$ cat config.mk
export PLATFORM = sky130hd
export DESIGN_NAME = pdur_top
export DESIGN_NICKNAME = d
export VERILOG_FILES = /design/src/inc/pdur_pkg.sv /design/src/inc/pdur_reg_if.sv /design/src/hw/pdur_regs.sv /design/src/hw/pdur_top.sv
export VERILOG_INCLUDE_DIRS = /design/src /design/src/inc
export SDC_FILE = /design/constraint.sdc
export NUM_CORES = 1
export LEC_CHECK = 0
export BUFFER_PORTS_ARGS = -buffer_cell sky130_fd_sc_hd__clkbuf_2
export CORE_MARGIN = 2
export CORE_UTILIZATION = 30
export DETAILED_ROUTE_END_ITERATION = 12
export PLACE_DENSITY = 0.54
export SLEW_MARGIN = 10
export SYNTH_ARGS = -nofsm -noshare
export SYNTH_HDL_FRONTEND = slang
export SYNTH_SLANG_ARGS = --single-unit
export TNS_END_PERCENT = 30
$ cat constraint.sdc
create_clock -name clk_sys -period 2.8 [get_ports clk_sys]
set_clock_uncertainty 0.15 [all_clocks]
set_input_delay 0.14 -clock clk_sys [delete_from_list [all_inputs] [get_ports clk_sys]]
set_output_delay 0.14 -clock clk_sys [all_outputs]
set_load 0.05 [all_outputs]
$ cat src/inc/pdur_consts.svh
// Constants of the power-down and update register block
`ifndef PDUR_CONSTS_SVH
`define PDUR_CONSTS_SVH

// ****************************************************************
// Register addresses on the serial control port
// ****************************************************************
`define PDUR_ADDR_W             13
`define PDUR_ADDR_POWER_CONTROL 13'h230
`define PDUR_ADDR_REG_UPDATE    13'h232

// ****************************************************************
// Field positions
// ****************************************************************
`define PDUR_BIT_PD_PLL         0
`define PDUR_BIT_PD_DIST_REF    1
`define PDUR_BIT_PD_OUT_DIV     2
`define PDUR_BIT_PD_CLK_IN      3
`define PDUR_BIT_PD_DIST_ALL    4
`define PDUR_PD_W               5
`define PDUR_BIT_UPDATE         0

// ****************************************************************
// Reset values
// ****************************************************************
`define PDUR_RST_POWER_CONTROL  5'h00
`define PDUR_RST_UPDATE         1'h0

// ****************************************************************
// Serial frame layout
// ****************************************************************
`define PDUR_INSTR_BITS         16
`define PDUR_DATA_BITS          8
`define PDUR_INSTR_LAST         5'h0f
`define PDUR_DATA_LAST          5'h07
`define PDUR_INSTR_RNW_BIT      15

`endif

$ cat src/inc/pdur_pkg.sv
// Types of the power-down and update register block
package pdur_pkg;

    // Serial frame phases
    typedef enum logic [1:0] {
        PDUR_ST_INSTR,
        PDUR_ST_DATA,
        PDUR_ST_DONE
    } pdur_state_t;

endpackage

$ cat src/inc/pdur_reg_if.sv
// Link between the serial engine and the register bank
`timescale 1ns/100ps

interface pdur_reg_if;
    logic        sclk_rise;   // One-cycle pulse per serial clock rising edge
    logic        wr_stb;      // One-cycle write pulse
    logic [12:0] addr;        // Register address of the frame
    logic [7:0]  wr_data;     // Write data, valid with wr_stb
    logic [7:0]  rd_data;     // Read data for addr

    modport engine
    (
        output sclk_rise,
        output wr_stb,
        output addr,
        output wr_data,
        input  rd_data
    );

    modport bank
    (
        input  sclk_rise,
        input  wr_stb,
        input  addr,
        input  wr_data,
        output rd_data
    );
endinterface

$ cat src/hw/pdur_regs.sv
// Buffered and active power-down registers with the update strobe
`timescale 1ns/100ps
`include "pdur_consts.svh"

module pdur_regs
(
    // Clock and reset
    input  wire logic                  clk_sys,
    input  wire logic                  resetn,
    // Engine side
    pdur_reg_if.bank                   rif,
    // Active configuration
    output logic [`PDUR_PD_W-1:0]      active_pd,
    output logic                       update_pending
);

    logic [`PDUR_PD_W-1:0] buffer_pd;
    logic                  wr_pc;
    logic                  wr_upd;

    // Address match
    function automatic logic hit(input logic [12:0] a, input logic [12:0] ref_a);
        hit = (a == ref_a);
    endfunction

    assign wr_pc  = rif.wr_stb & hit(rif.addr, `PDUR_ADDR_POWER_CONTROL);
    assign wr_upd = rif.wr_stb & hit(rif.addr, `PDUR_ADDR_REG_UPDATE)
                    & rif.wr_data[`PDUR_BIT_UPDATE];

    // Buffer register takes serial writes, bits 7 to 5 dropped
    always_ff @(posedge clk_sys or negedge resetn)
    begin
        if (!resetn)
            buffer_pd <= `PDUR_RST_POWER_CONTROL;
        else if (wr_pc)
            buffer_pd <= rif.wr_data[`PDUR_PD_W-1:0];
    end

    // Update strobe: set by write, cleared by the copy, set wins
    always_ff @(posedge clk_sys or negedge resetn)
    begin
        if (!resetn)
            update_pending <= `PDUR_RST_UPDATE;
        else if (wr_upd)
            update_pending <= 1'b1;
        else if (rif.sclk_rise)
            update_pending <= 1'b0;
    end

    // Copy buffer to active on the first serial clock rise after the strobe
    always_ff @(posedge clk_sys or negedge resetn)
    begin
        if (!resetn)
            active_pd <= `PDUR_RST_POWER_CONTROL;
        else if (update_pending && rif.sclk_rise)
            active_pd <= buffer_pd;
    end

    // Readback of buffer image and pending strobe
    always_comb
    begin
        rif.rd_data = 8'h00;
        if (hit(rif.addr, `PDUR_ADDR_POWER_CONTROL))
            rif.rd_data = {3'h0, buffer_pd};
        else if (hit(rif.addr, `PDUR_ADDR_REG_UPDATE))
            rif.rd_data = {7'h00, update_pending};
    end

endmodule

$ cat src/hw/pdur_top.sv
// Serial control port and power-down controls of the clock generator
//
// Contract
// - Power control bit 4 set to 1 powers down the whole output distribution, reset 0.
// - Power control bit 3 set to 1 powers down the distribution clock input, reset 0.
// - Power control bit 2 set to 1 powers down the output divider, reset 0.
// - Power control bit 1 set to 1 powers down the distribution reference, reset 0.
// - Writing 1 to update bit 0 copies all buffered values into the active registers.
// - The copy happens on the first serial clock rising edge after the strobe write.
// - The update bit clears itself after the copy.
`timescale 1ns/100ps
`include "pdur_consts.svh"

module pdur_top
(
    // Clock and reset
    input  wire logic clk_sys,
    input  wire logic resetn,
    // Serial control port
    input  wire logic sclk,
    input  wire logic cs_n,
    input  wire logic sdi,
    output logic      sdo,
    output logic      sdo_oe,
    // Power-down controls, from active registers
    output logic      pd_dist_all,
    output logic      pd_clk_in,
    output logic      pd_out_div,
    output logic      pd_dist_ref,
    output logic      pd_pll,
    // Status
    output logic      update_pending
);

    // ****************************************************************
    // Pin synchronisers
    // ****************************************************************
    logic                 sclk_q1;
    logic                 sclk_q2;
    logic                 sclk_q3;
    logic                 cs_n_q1;
    logic                 cs_n_q2;
    logic                 sdi_q1;
    logic                 sdi_q2;
    logic                 sclk_fall;
    logic                 frame_on;
    pdur_reg_if           rif ();

    // Two flops per pin, third sclk flop for edge detection
    always_ff @(posedge clk_sys or negedge resetn)
    begin
        if (!resetn)
        begin
            sclk_q1 <= 1'b0;
            sclk_q2 <= 1'b0;
            sclk_q3 <= 1'b0;
            cs_n_q1 <= 1'b1;
            cs_n_q2 <= 1'b1;
            sdi_q1  <= 1'b0;
            sdi_q2  <= 1'b0;
        end
        else
        begin
            sclk_q1 <= sclk;
            sclk_q2 <= sclk_q1;
            sclk_q3 <= sclk_q2;
            cs_n_q1 <= cs_n;
            cs_n_q2 <= cs_n_q1;
            sdi_q1  <= sdi;
            sdi_q2  <= sdi_q1;
        end
    end

    // Edge pulses of the serial clock
    assign rif.sclk_rise = sclk_q2 & ~sclk_q3;
    assign sclk_fall     = ~sclk_q2 & sclk_q3;
    assign frame_on      = ~cs_n_q2;

    // ****************************************************************
    // Frame engine
    // ****************************************************************
    pdur_pkg::pdur_state_t          state;
    logic [`PDUR_INSTR_BITS-1:0]    shreg;
    logic [4:0]                     bit_cnt;
    logic                           rnw;
    logic                           load_rd;
    logic [`PDUR_DATA_BITS-1:0]     out_sr;
    logic [`PDUR_INSTR_BITS-1:0]    next_shreg;

    assign next_shreg = {shreg[`PDUR_INSTR_BITS-2:0], sdi_q2};

    // Frame phase, bit counter and instruction capture
    always_ff @(posedge clk_sys or negedge resetn)
    begin
        if (!resetn)
        begin
            state    <= pdur_pkg::PDUR_ST_INSTR;
            bit_cnt  <= 5'h00;
            shreg    <= 16'h0000;
            rnw      <= 1'b0;
            rif.addr <= 13'h0000;
        end
        else if (!frame_on)
        begin
            state   <= pdur_pkg::PDUR_ST_INSTR;
            bit_cnt <= 5'h00;
        end
        else if (rif.sclk_rise)
        begin
            shreg <= next_shreg;
            case (state)
                pdur_pkg::PDUR_ST_INSTR:
                begin
                    if (bit_cnt == `PDUR_INSTR_LAST)
                    begin
                        rnw      <= next_shreg[`PDUR_INSTR_RNW_BIT];
                        rif.addr <= next_shreg[`PDUR_ADDR_W-1:0];
                        state    <= pdur_pkg::PDUR_ST_DATA;
                        bit_cnt  <= 5'h00;
                    end
                    else
                        bit_cnt <= bit_cnt + 5'h01;
                end
                pdur_pkg::PDUR_ST_DATA:
                begin
                    if (bit_cnt == `PDUR_DATA_LAST)
                        state <= pdur_pkg::PDUR_ST_DONE;
                    else
                        bit_cnt <= bit_cnt + 5'h01;
                end
                pdur_pkg::PDUR_ST_DONE:
                    state <= pdur_pkg::PDUR_ST_DONE;
                default:
                    state <= pdur_pkg::PDUR_ST_INSTR;
            endcase
        end
    end

    // Write pulse after the last data bit; power control data lands in buffer only
    always_ff @(posedge clk_sys or negedge resetn)
    begin
        if (!resetn)
        begin
            rif.wr_stb  <= 1'b0;
            rif.wr_data <= 8'h00;
        end
        else
        begin
            rif.wr_stb <= frame_on && rif.sclk_rise && !rnw
                          && state == pdur_pkg::PDUR_ST_DATA
                          && bit_cnt == `PDUR_DATA_LAST;
            if (frame_on && rif.sclk_rise && state == pdur_pkg::PDUR_ST_DATA
                && bit_cnt == `PDUR_DATA_LAST)
                rif.wr_data <= next_shreg[`PDUR_DATA_BITS-1:0];
        end
    end

    // ****************************************************************
    // Read data output
    // ****************************************************************
    // Load readback one cycle after address capture, shift on falls
    always_ff @(posedge clk_sys or negedge resetn)
    begin
        if (!resetn)
        begin
            load_rd <= 1'b0;
            out_sr  <= 8'h00;
        end
        else
        begin
            load_rd <= frame_on && rif.sclk_rise
                       && state == pdur_pkg::PDUR_ST_INSTR
                       && bit_cnt == `PDUR_INSTR_LAST;
            if (load_rd)
                out_sr <= rif.rd_data;
            else if (frame_on && sclk_fall && state == pdur_pkg::PDUR_ST_DATA
                     && bit_cnt != 5'h00)
                out_sr <= {out_sr[`PDUR_DATA_BITS-2:0], 1'b0};
        end
    end

    // Drive the data pin only during the data phase of a read
    always_ff @(posedge clk_sys or negedge resetn)
    begin
        if (!resetn)
            sdo_oe <= 1'b0;
        else
            sdo_oe <= frame_on && rnw && state == pdur_pkg::PDUR_ST_DATA;
    end

    assign sdo = out_sr[`PDUR_DATA_BITS-1];

    // ****************************************************************
    // Register bank
    // ****************************************************************
    logic [`PDUR_PD_W-1:0] active_pd;

    pdur_regs u_regs
    (
        .clk_sys        (clk_sys),
        .resetn         (resetn),
        .rif            (rif),
        .active_pd      (active_pd),
        .update_pending (update_pending)
    );

    // Power-down controls from the active image
    assign pd_dist_all = active_pd[`PDUR_BIT_PD_DIST_ALL];
    assign pd_clk_in   = active_pd[`PDUR_BIT_PD_CLK_IN];
    assign pd_out_div  = active_pd[`PDUR_BIT_PD_OUT_DIV];
    assign pd_dist_ref = active_pd[`PDUR_BIT_PD_DIST_REF];
    assign pd_pll      = active_pd[`PDUR_BIT_PD_PLL];

endmodule

==> impl_metrics.toml, run 1 <==
[drt]
drt_first_pass_iters = 4
drcViolationCount = 0
postRouteAntennaNets = 0
viasPerCell = 4.490
wl_per_cell_um = 13.76
drt_iter0_markers = 53
drt_wl_total_mm = 4.913
vias = 1603

[timing]
tns_ns = 0
fmax_mhz = 461.1
setup_viol = 0
layout_min_cycle_time_ns = 2.169
report.final.slew_viol_count = 0
period_share = 0.7746
worstMarginPinSlew_ns = 0.7006
rsz0062_at_grt = "no"
relSlewSlack = 0.5330
hold_violations = 0

[layout]
nNetsFinal = 232
layoutNonFillerInstCount = 357
final_cell_mix = "dfrtp_1, mux2_2, mux2i_1, clkbuf_2, clkbuf_8"
antenna_cells = 0
drive_gt1_frac = 0.3772
layout_commonest_cell = "dfrtp_1"
fin_area_um2 = 3333
synthToLayoutAreaGrowth_pct = 15.23

[die]
die_height_um = 102.2
die_area_um2 = 10440
die_w_um = 102.2
num_rows = 35
top_level_ports = 13
core_um2 = 9284
initial_core_util = 0.3116

[power_and_ir_drop]
leakagePower_uw = 0.001585
finalPower_uw = 2040
irDropWorstVdd_v = 0.0002969
power-per-cell-area_nw_per_um2 = 611.9

[placed_design]
dpl.cell_count = 337
dpl.hpwl_mm = 3.329
place.port_buffers = 12
globalplace.congestion = 0.7929
post_dp_cell_area_um2 = 3094

[synthesis]
syn_avg_cell_area_um2 = 14.46
ys_seq_elements = 70
ys_warn_count = 0
syn_nets = 209
synth_area_um2 = 2893
seq_area_frac_synth = 0.6064
synth_cells = 200
ys_types = 41

[setup_path]
endpoint_kind = "flop"
worstReg2RegEnd = "out_sr[1]"
rrSetupSlack_ns = 0.63
crit_type = "flop to flop"
cp_max_fo = 8
reg2reg_depth = 6
cp.arrival_ns = 2.24
start_kind = "flop"
crit_required_ns = 2.88
rr_startpoint = "state[1]"

[flow_run]
drv_cap = 0

[grt]
grt_max_degree = 31
grt-ovfl-total = 0
grt_pass1_wl_mm = 8.266
antenna_found_initial = 0
grt_pass1_vias = 1634
track_usage = 0.1064

[clock_tree]
clk_pin_slew_worst_paths_ns = 0.07
root_buffer = "clkbuf_8"
clock_latency_ns = 0.35
postCtsSetupBuffers = 0
cts_tree = "yes"
cts_buffers = 9
cts_sinks = 70
ctsResizeCount = 0
htreeDepth = 3
clockBufferDepth = 2

[hold_path]
holdPathStages = 0
hp-start = "sclk_q1"
hold-path-endpoint = "sclk_q2"
min_path_type = "flop to flop"

[run_status]
status = "completed"
==> flip-flops by register name, summed over array words and instances (netlist names), 2 cells and up <==
register and count:
out_sr 8, rif.wr_data 5, u_regs.buffer_pd 5, u_regs.active_pd 5, rif.addr 13, state 2, bit_cnt 5, shreg 15
==> worst max-delay path: stages, from the launching register on <==
cell	delay, ns
dfrtp_1	0.38
inv_1	0.07
ha_1	0.30
inv_1	0.15
nor4_4	0.65
mux2i_1	0.26
o2bb2ai_1	0.08
==> what timing repair did <==
item                                   in CTS  in global routing
setup endpoints to repair                   0                  0
hold buffers                                4                  0
endpoints found under the hold margin      29                  0
==> power by group <==
part | internal [uW] | switching, uW
logic | 57.9 | 46.0
clock network | 432 | 378
registers | 1070 | 52.3
==> kinds of logic (layout without fill, tap and decap cells) <==
family	count (synthesis)	count (layout)	synth area share
buffers and inverters	16	44	0.02638
muxes	56	56	0.2197
AOI/OAI and AO/OA	16	16	0.04196
and+or+nand+nor	38	38	0.08824
adders and majority gates	4	4	0.01730
DFF	70	70	0.6064
==> routing by layer <==
layer	GRT usage	vias up	routed length [um]
met2	0.1544	18	2276
met3	0.04651	8	190
met5	0	-	0
met1	0.1414	822	2373
met4	0.04000	0	72
li1	-	755	-
==> cells in the mapped netlist, drive strengths merged <==
cell type / number / area share
dfrtp: 68 / 0.59
mux2: 45 / 0.18
mux2i: 11 / 0.038
nor2: 10 / 0.014
inv: 9 / 0.012
buf: 7 / 0.015
nand2: 5 / 0.0065
nand3: 5 / 0.010
a21oi: 4 / 0.0069
ha: 4 / 0.017
o2bb2ai: 4 / 0.012
a211oi: 2 / 0.0069
and4bb: 2 / 0.0086
dfstp: 2 / 0.018
nand2b: 2 / 0.0043
nor4: 2 / 0.0095
nor4b: 2 / 0.0082
o21ai: 2 / 0.0035
a221oi: 1 / 0.0030
a31o: 1 / 0.0030
a32o: 1 / 0.0035
and3: 1 / 0.0022
and4b: 1 / 0.0035
nand3b: 1 / 0.0026
nand4: 1 / 0.0022
nand4b: 1 / 0.0030
nand4bb: 1 / 0.0039
nor3: 1 / 0.0017
nor3b: 1 / 0.0026
o32ai: 1 / 0.0030
or3: 1 / 0.0022
or3b: 1 / 0.0030
==> worst max-delay path by stage <==
stage | slack, ns | cells past startpoint | end | from
3_3_place_gp | 0.63 | 6 | out_sr[3] | state[1]
5_1_grt | 0.43 | 6 | out_sr[4] | state[1]
2_1_floorplan | 0.86 | 5 | bit_cnt[3] | bit_cnt[0]
3_5_place_dp | 0.60 | 6 | out_sr[3] | state[1]
6_report | 0.63 | 6 | out_sr[1] | state[1]
4_1_cts | 0.61 | 6 | out_sr[3] | state[1]
==> metrics by stage <==
step | hold slack, ns | utilization | setup slack (ns)
after detailed placement | 0.08184 | 0.3333 | 0.5984
after global placement | 0.07881 | 0.3333 | 0.6268
after global routing | 0.2144 | 0.3590 | 0.4328
after floorplan | -0.3056 | - | 0.8579
final | 0.2003 | 0.3590 | 0.6311
after CTS | 0.2050 | 0.3590 | 0.6098
==> cell type report <==
type | count | area, um^2
Clock buffer | 10 | 137.6
Multi-Input combinational cell | 114 | 1062
Timing Repair Buffer | 19 | 122.6
Fill cell | 969 | 5951
Tap cell | 129 | 161.4
Clock inverter | 6 | 61.31
Sequential cell | 70 | 1754
Inverter | 9 | 33.78
(Power assumes the default switching activity.)
==> run 2, diff against run 1 <==
- PLACE_DENSITY: 0.54 -> 0.55
- clock period: 2.8 -> 1.9 ns (I/O delays scaled with it)
==> run 2 against run 1 <==
Against the previous run:
- utilization rose by 1.4 points
- largest power group unchanged
- sequential cell count did not move
- combinational power rose by 63%
- die area did not move
- register-to-register slack got worse by 0.55 ns
- largest cell class unchanged
- setup slack got worse by 0.55 ns
- critical endpoint is now u_regs.buffer_pd[2]
- worst hold slack got worse by 0.13 ns
==> impl_metrics.toml, run 2 (synthesized netlist as in run 1, its figures left out) <==
[grt]
grt_pass1_wl_mm = 8.286
grt_pass1_vias = 1694
track_usage = 0.1043
grt_max_degree = 55
grt-ovfl-total = 0
antenna_found_initial = 0

[layout]
regMostFlops = "shreg"
largest_reg_flops = 15
nNetsFinal = 244
drive_gt1_frac = 0.4333
reg_top3 = "shreg (15), rif.addr (13), out_sr (8)"
layout_commonest_cell = "dfrtp_1"
final_cell_mix = "dfrtp_1, mux2_2, buf_4"
layoutNonFillerInstCount = 369
synthToLayoutAreaGrowth_pct = 19.77
antenna_cells = 0

[setup_path]
endpoint_kind = "flop"
crit_required_ns = 1.99
worstReg2RegEnd = "u_regs.buffer_pd[2]"
cp_max_fo = 5
cp.arrival_ns = 1.90
rrSetupSlack_ns = 0.08
start_kind = "flop"
crit_type = "flop to flop"
rr_startpoint = "rif.addr[12]"
reg2reg_depth = 4

[timing]
rsz0062_at_grt = "yes"
worstMarginPinSlew_ns = 0.4179
fmax_mhz = 550.3
hold_violations = 0
period_share = 0.9564
report.final.slew_viol_count = 0
layout_min_cycle_time_ns = 1.817
relSlewSlack = 0.7214
setup_viol = 0
holdWs_ns = 0.06660

[clock_tree]
clock_latency_ns = 0.35
htreeDepth = 3
root_buffer = "clkbuf_8"
clk_pin_slew_worst_paths_ns = 0.08
clockBufferDepth = 2
cts_tree = "yes"
postCtsSetupBuffers = 0
cts_buffers = 9
cts_sinks = 70

[power_and_ir_drop]
power-per-cell-area_nw_per_um2 = 832.9
irDropWorstVdd_v = 0.0003988
leakagePower_uw = 0.001638

[placed_design]
place.port_buffers = 12
dpl.cell_count = 349
dpl.hpwl_mm = 3.271
globalplace.congestion = 0.8028

[die]
die_area_um2 = 10440
initial_core_util = 0.3116
die_height_um = 102.2
core_um2 = 9284
top_level_ports = 13
die_w_um = 102.2
num_rows = 35

[drt]
drt_iter0_markers = 32
postRouteAntennaNets = 0
drcViolationCount = 0
vias = 1655
wl_per_cell_um = 13.06
drt_wl_total_mm = 4.819
viasPerCell = 4.485
drt_first_pass_iters = 4

[hold_path]
min_path_type = "input pin to asynchronous set/reset pin"

[run_status]
status = "completed"

[flow_run]
drv_cap = 0
run 2: cell count changes in the layout (fill, tap and decap cells not counted), sizes merged:
cell	previous run	this run
buf	4	16
clkinvlp	1	3
bufinv	1	0
clkinv	4	3
run 2: per-stage QoR:
step / power (uW) / setup TNS [ns] / worst slack, ns / instance area (um^2) / util
2_1_floorplan: 1761 / -0.01814 / -0.004534 / 2900 / -
3_3_place_gp: 1850 / -1.293 / -0.08867 / 3204 / 0.3451
3_5_place_dp: 1855 / -1.185 / -0.08735 / 3204 / 0.3451
4_1_cts: 2931 / 0 / 0.01035 / 3441 / 0.3706
5_1_grt: 3027 / -0.1139 / -0.02916 / 3465 / 0.3732
6_report: 2886 / 0 / 0.08285 / 3465 / 0.3732
run 2: cell type report:
cell class,count,area (um^2)
clock inverter,6,37.54
multi-input combinational,114,1107
clock buffer,10,137.6
tap,129,161.4
timing repair buffer,31,232.7
fill,948,5819
inverter,9,33.78
sequential,70,1754
run 2: power by group:
| part | switching, uW | leakage [uW] | internal, uW |
|---|---|---|---|
| combinational | 74.2 | 0.000607 | 95.7 |
| clock | 558 | 0.0000841 | 501 |
| sequential | 74.5 | 0.000947 | 1580 |
| total | 707 | 0.00164 | 2180 |
run 2: worst max-delay path: stages, from the launching register on:
cell      delay (ns)
dfrtp_1         0.38
and4bb_2        0.31
nand3_1         0.11
or3b_4          0.45
mux2_4          0.31
run 2: worst max-delay path by stage:
stage | from | endpoint | slack [ns] | depth (start not counted)
detailed placement | sclk_q3 | rif.addr[3] | -0.09 | 4
global placement | sclk_q3 | rif.addr[3] | -0.09 | 4
global route | rif.addr[0] | u_regs.buffer_pd[1] | -0.03 | 4
CTS | sclk_q3 | shreg[5] | 0.01 | 4
finish | rif.addr[12] | u_regs.buffer_pd[2] | 0.08 | 4
floorplan | state[1] | out_sr[1] | -0.005 | 7
run 2: timing repair:
action                                 in CTS  in global routing
hold buffers                                4                  0
setup endpoints to repair                  20                 39
endpoints found under the hold margin      71                  0
gates resized for setup                     5                  5
pin swaps                                   0                  3
run 2: metal layers:
metal | wire length (um) | track usage
met1 | 2398 | 0.1376
met2 | 2202 | 0.1554
met3 | 157 | 0.03899
met4 | 61 | 0.04308
met5 | 0 | 0
==> run 3, diff against run 2 <==
- GPL_TIMING_DRIVEN: not set -> 0
==> run 3 against run 2 <==
Against the previous run:
- the flow now finishes with violations (negative setup slack)
- setup slack lost 0.10 ns
- first-iteration DRC count grew 130%
- total power grew 7.5%
- die area is the same
- highest routed layer unchanged
==> impl_metrics.toml, run 3 (synthesized netlist as in run 1, its figures left out) <==
[grt]
antenna_found_initial = 0
grt_pass1_wl_mm = 8.252
grt-ovfl-total = 0
grt_pass1_vias = 1673
track_usage = 0.1043
grt_max_degree = 37

[placed_design]
dpl.hpwl_mm = 3.188
globalplace.congestion = 0.7586
place.port_buffers = 12

[flow_run]
drv_cap = 0

[setup_path]
crit_required_ns = 1.98
path_cells = "nor4b_4 -> nand3_2 -> or3b_1 -> buf_6 -> mux2_4"
start_kind = "flop"
endpoint_kind = "flop"
cp.arrival_ns = 2.00
cp_max_fo = 5
crit_type = "flop to flop"
cpPeakStageDelay_ns = 0.41
rr_startpoint = "rif.addr[10]"
startpoint = "rif.addr[10]"
crit_slowest_cell = "dfrtp_1"

[layout]
synthToLayoutAreaGrowth_pct = 22.15
antenna_cells = 0
drive_gt1_frac = 0.4454
nNetsFinal = 243
regMostFlops = "shreg"
layout_commonest_cell = "dfrtp_1"
largest_reg_flops = 15
post-route-util = 0.3806
final_cell_mix = "dfrtp_1, mux2_2, mux2i_1, clkbuf_2"
fill_cells = 924
reg_top3 = "shreg (15), rif.addr (13), out_sr (8)"

[clock_tree]
htreeDepth = 3
cts_tree = "yes"
root_buffer = "clkbuf_8"
cts_buffers = 9
clock_latency_ns = 0.34
cts_sinks = 70
clk_pin_slew_worst_paths_ns = 0.07
clockBufferDepth = 2

[die]
initial_core_util = 0.3116
die_height_um = 102.2
die_w_um = 102.2
core_um2 = 9284
die_area_um2 = 10440
top_level_ports = 13
num_rows = 35

[timing]
layout_min_cycle_time_ns = 1.921
worstMarginPinSlew_ns = 0.4932
report.final.slew_viol_count = 0
tns_ns = -0.09563
hold_violations = 0
fin_ws_ns = -0.02104
period_share = 1.011
holdWs_ns = 0.1151
rsz0062_at_grt = "yes"
setup_viol = 5
fmax_mhz = 520.6
relSlewSlack = 0.6712

[drt]
drcViolationCount = 0
top_layer_used = "met4"
drt_wl_total_mm = 4.722
wl_per_cell_um = 12.87
vias = 1635
drt_iter0_markers = 72
wl_met3_um = 156
dr_wl_met2_mm = 2.206
viasPerCell = 4.455
postRouteAntennaNets = 0
met1_length_mm = 2.278
drt_first_pass_iters = 4

[power_and_ir_drop]
irDropWorstVdd_v = 0.0004339
finalPower_uw = 3103
power-per-cell-area_nw_per_um2 = 878.2
leakagePower_uw = 0.001642

[run_status]
status = "complete, but fails checks"
violations = "negative setup slack"

[hold_path]
min_path_type = "input pin to asynchronous set/reset pin"
## run 3: cell types whose count changed in the layout (fill, tap and decap cells not counted), moves of 2 or more
cell and change:
buf_4 -6, bufinv_16 +2, clkinv_2 -2, dfrtp_1 -2, dfrtp_2 +2, ha_2 -2
## run 3: repair_timing
item / in CTS / in global routing
endpoints found under the setup margin: 42 / 42
buffers inserted: 2 / 4
resized for setup: 11 / 8
pin swaps: 5 / 4
hold endpoints to repair: 63 / 0
gates cloned: 0 / 0
hold buffers: 4 / 0
## run 3: power by group
group          internal [uW]  switching (uW)  total [uW]
Sequential              1580            73.7        1660
Combinational           95.9            73.4         169
Clock                    728             549        1280
Total                   2410             696        3100
## run 3: worst paths after layout
check	endpoint	slack [ns]	cells after the start
max	u_regs.buffer_pd[1]	-0.02	5
min	shreg[9]	0.12	2
max reg2reg	u_regs.buffer_pd[1]	-0.02	5
min reg2reg	sclk_q2	0.19	0
max in group asynchronous	cs_n_q1	0.86	3
min in group clk_sys	sclk_q2	0.19	0
## run 3: layout make-up
class	instances	area (um^2)	area share
well taps	129	161.4	0.04568
clock buffers	9	123.9	0.03506
clock inverters	6	87.58	0.02479
multi-input cells	114	1135	0.3212
repair buffers	23	183.9	0.05205
inverters	9	33.78	0.009561
flip-flops and latches	70	1757	0.4972
plain buffers	7	51.30	0.01452
## run 3: critical path: cells and delay by family (launching register included)
family | cells | cell delay, ns
AND/OR/NAND/NOR | 3 | 0.81
buffers and inverters | 1 | 0.15
multiplexers | 1 | 0.28
flip-flops | 1 | 0.41
## run 3: layer usage
layer / vias to the layer above / GRT usage
met4: 0 / 0.04000
met1: 824 / 0.1379
met2: 19 / 0.1549
met5: - / 0
met3: 10 / 0.04104
li1: 782 / -
## run 3: per-stage QoR
stage | instances | setup slack (ns) | cell area (um^2)
6_report | 367 | -0.02104 | 3533
2_1_floorplan | 200 | -0.004534 | 2900
3_3_place_gp | 341 | -0.2243 | 3122
5_1_grt | 367 | -0.09888 | 3533
3_5_place_dp | 342 | -0.2428 | 3144
4_1_cts | 363 | -0.08955 | 3478
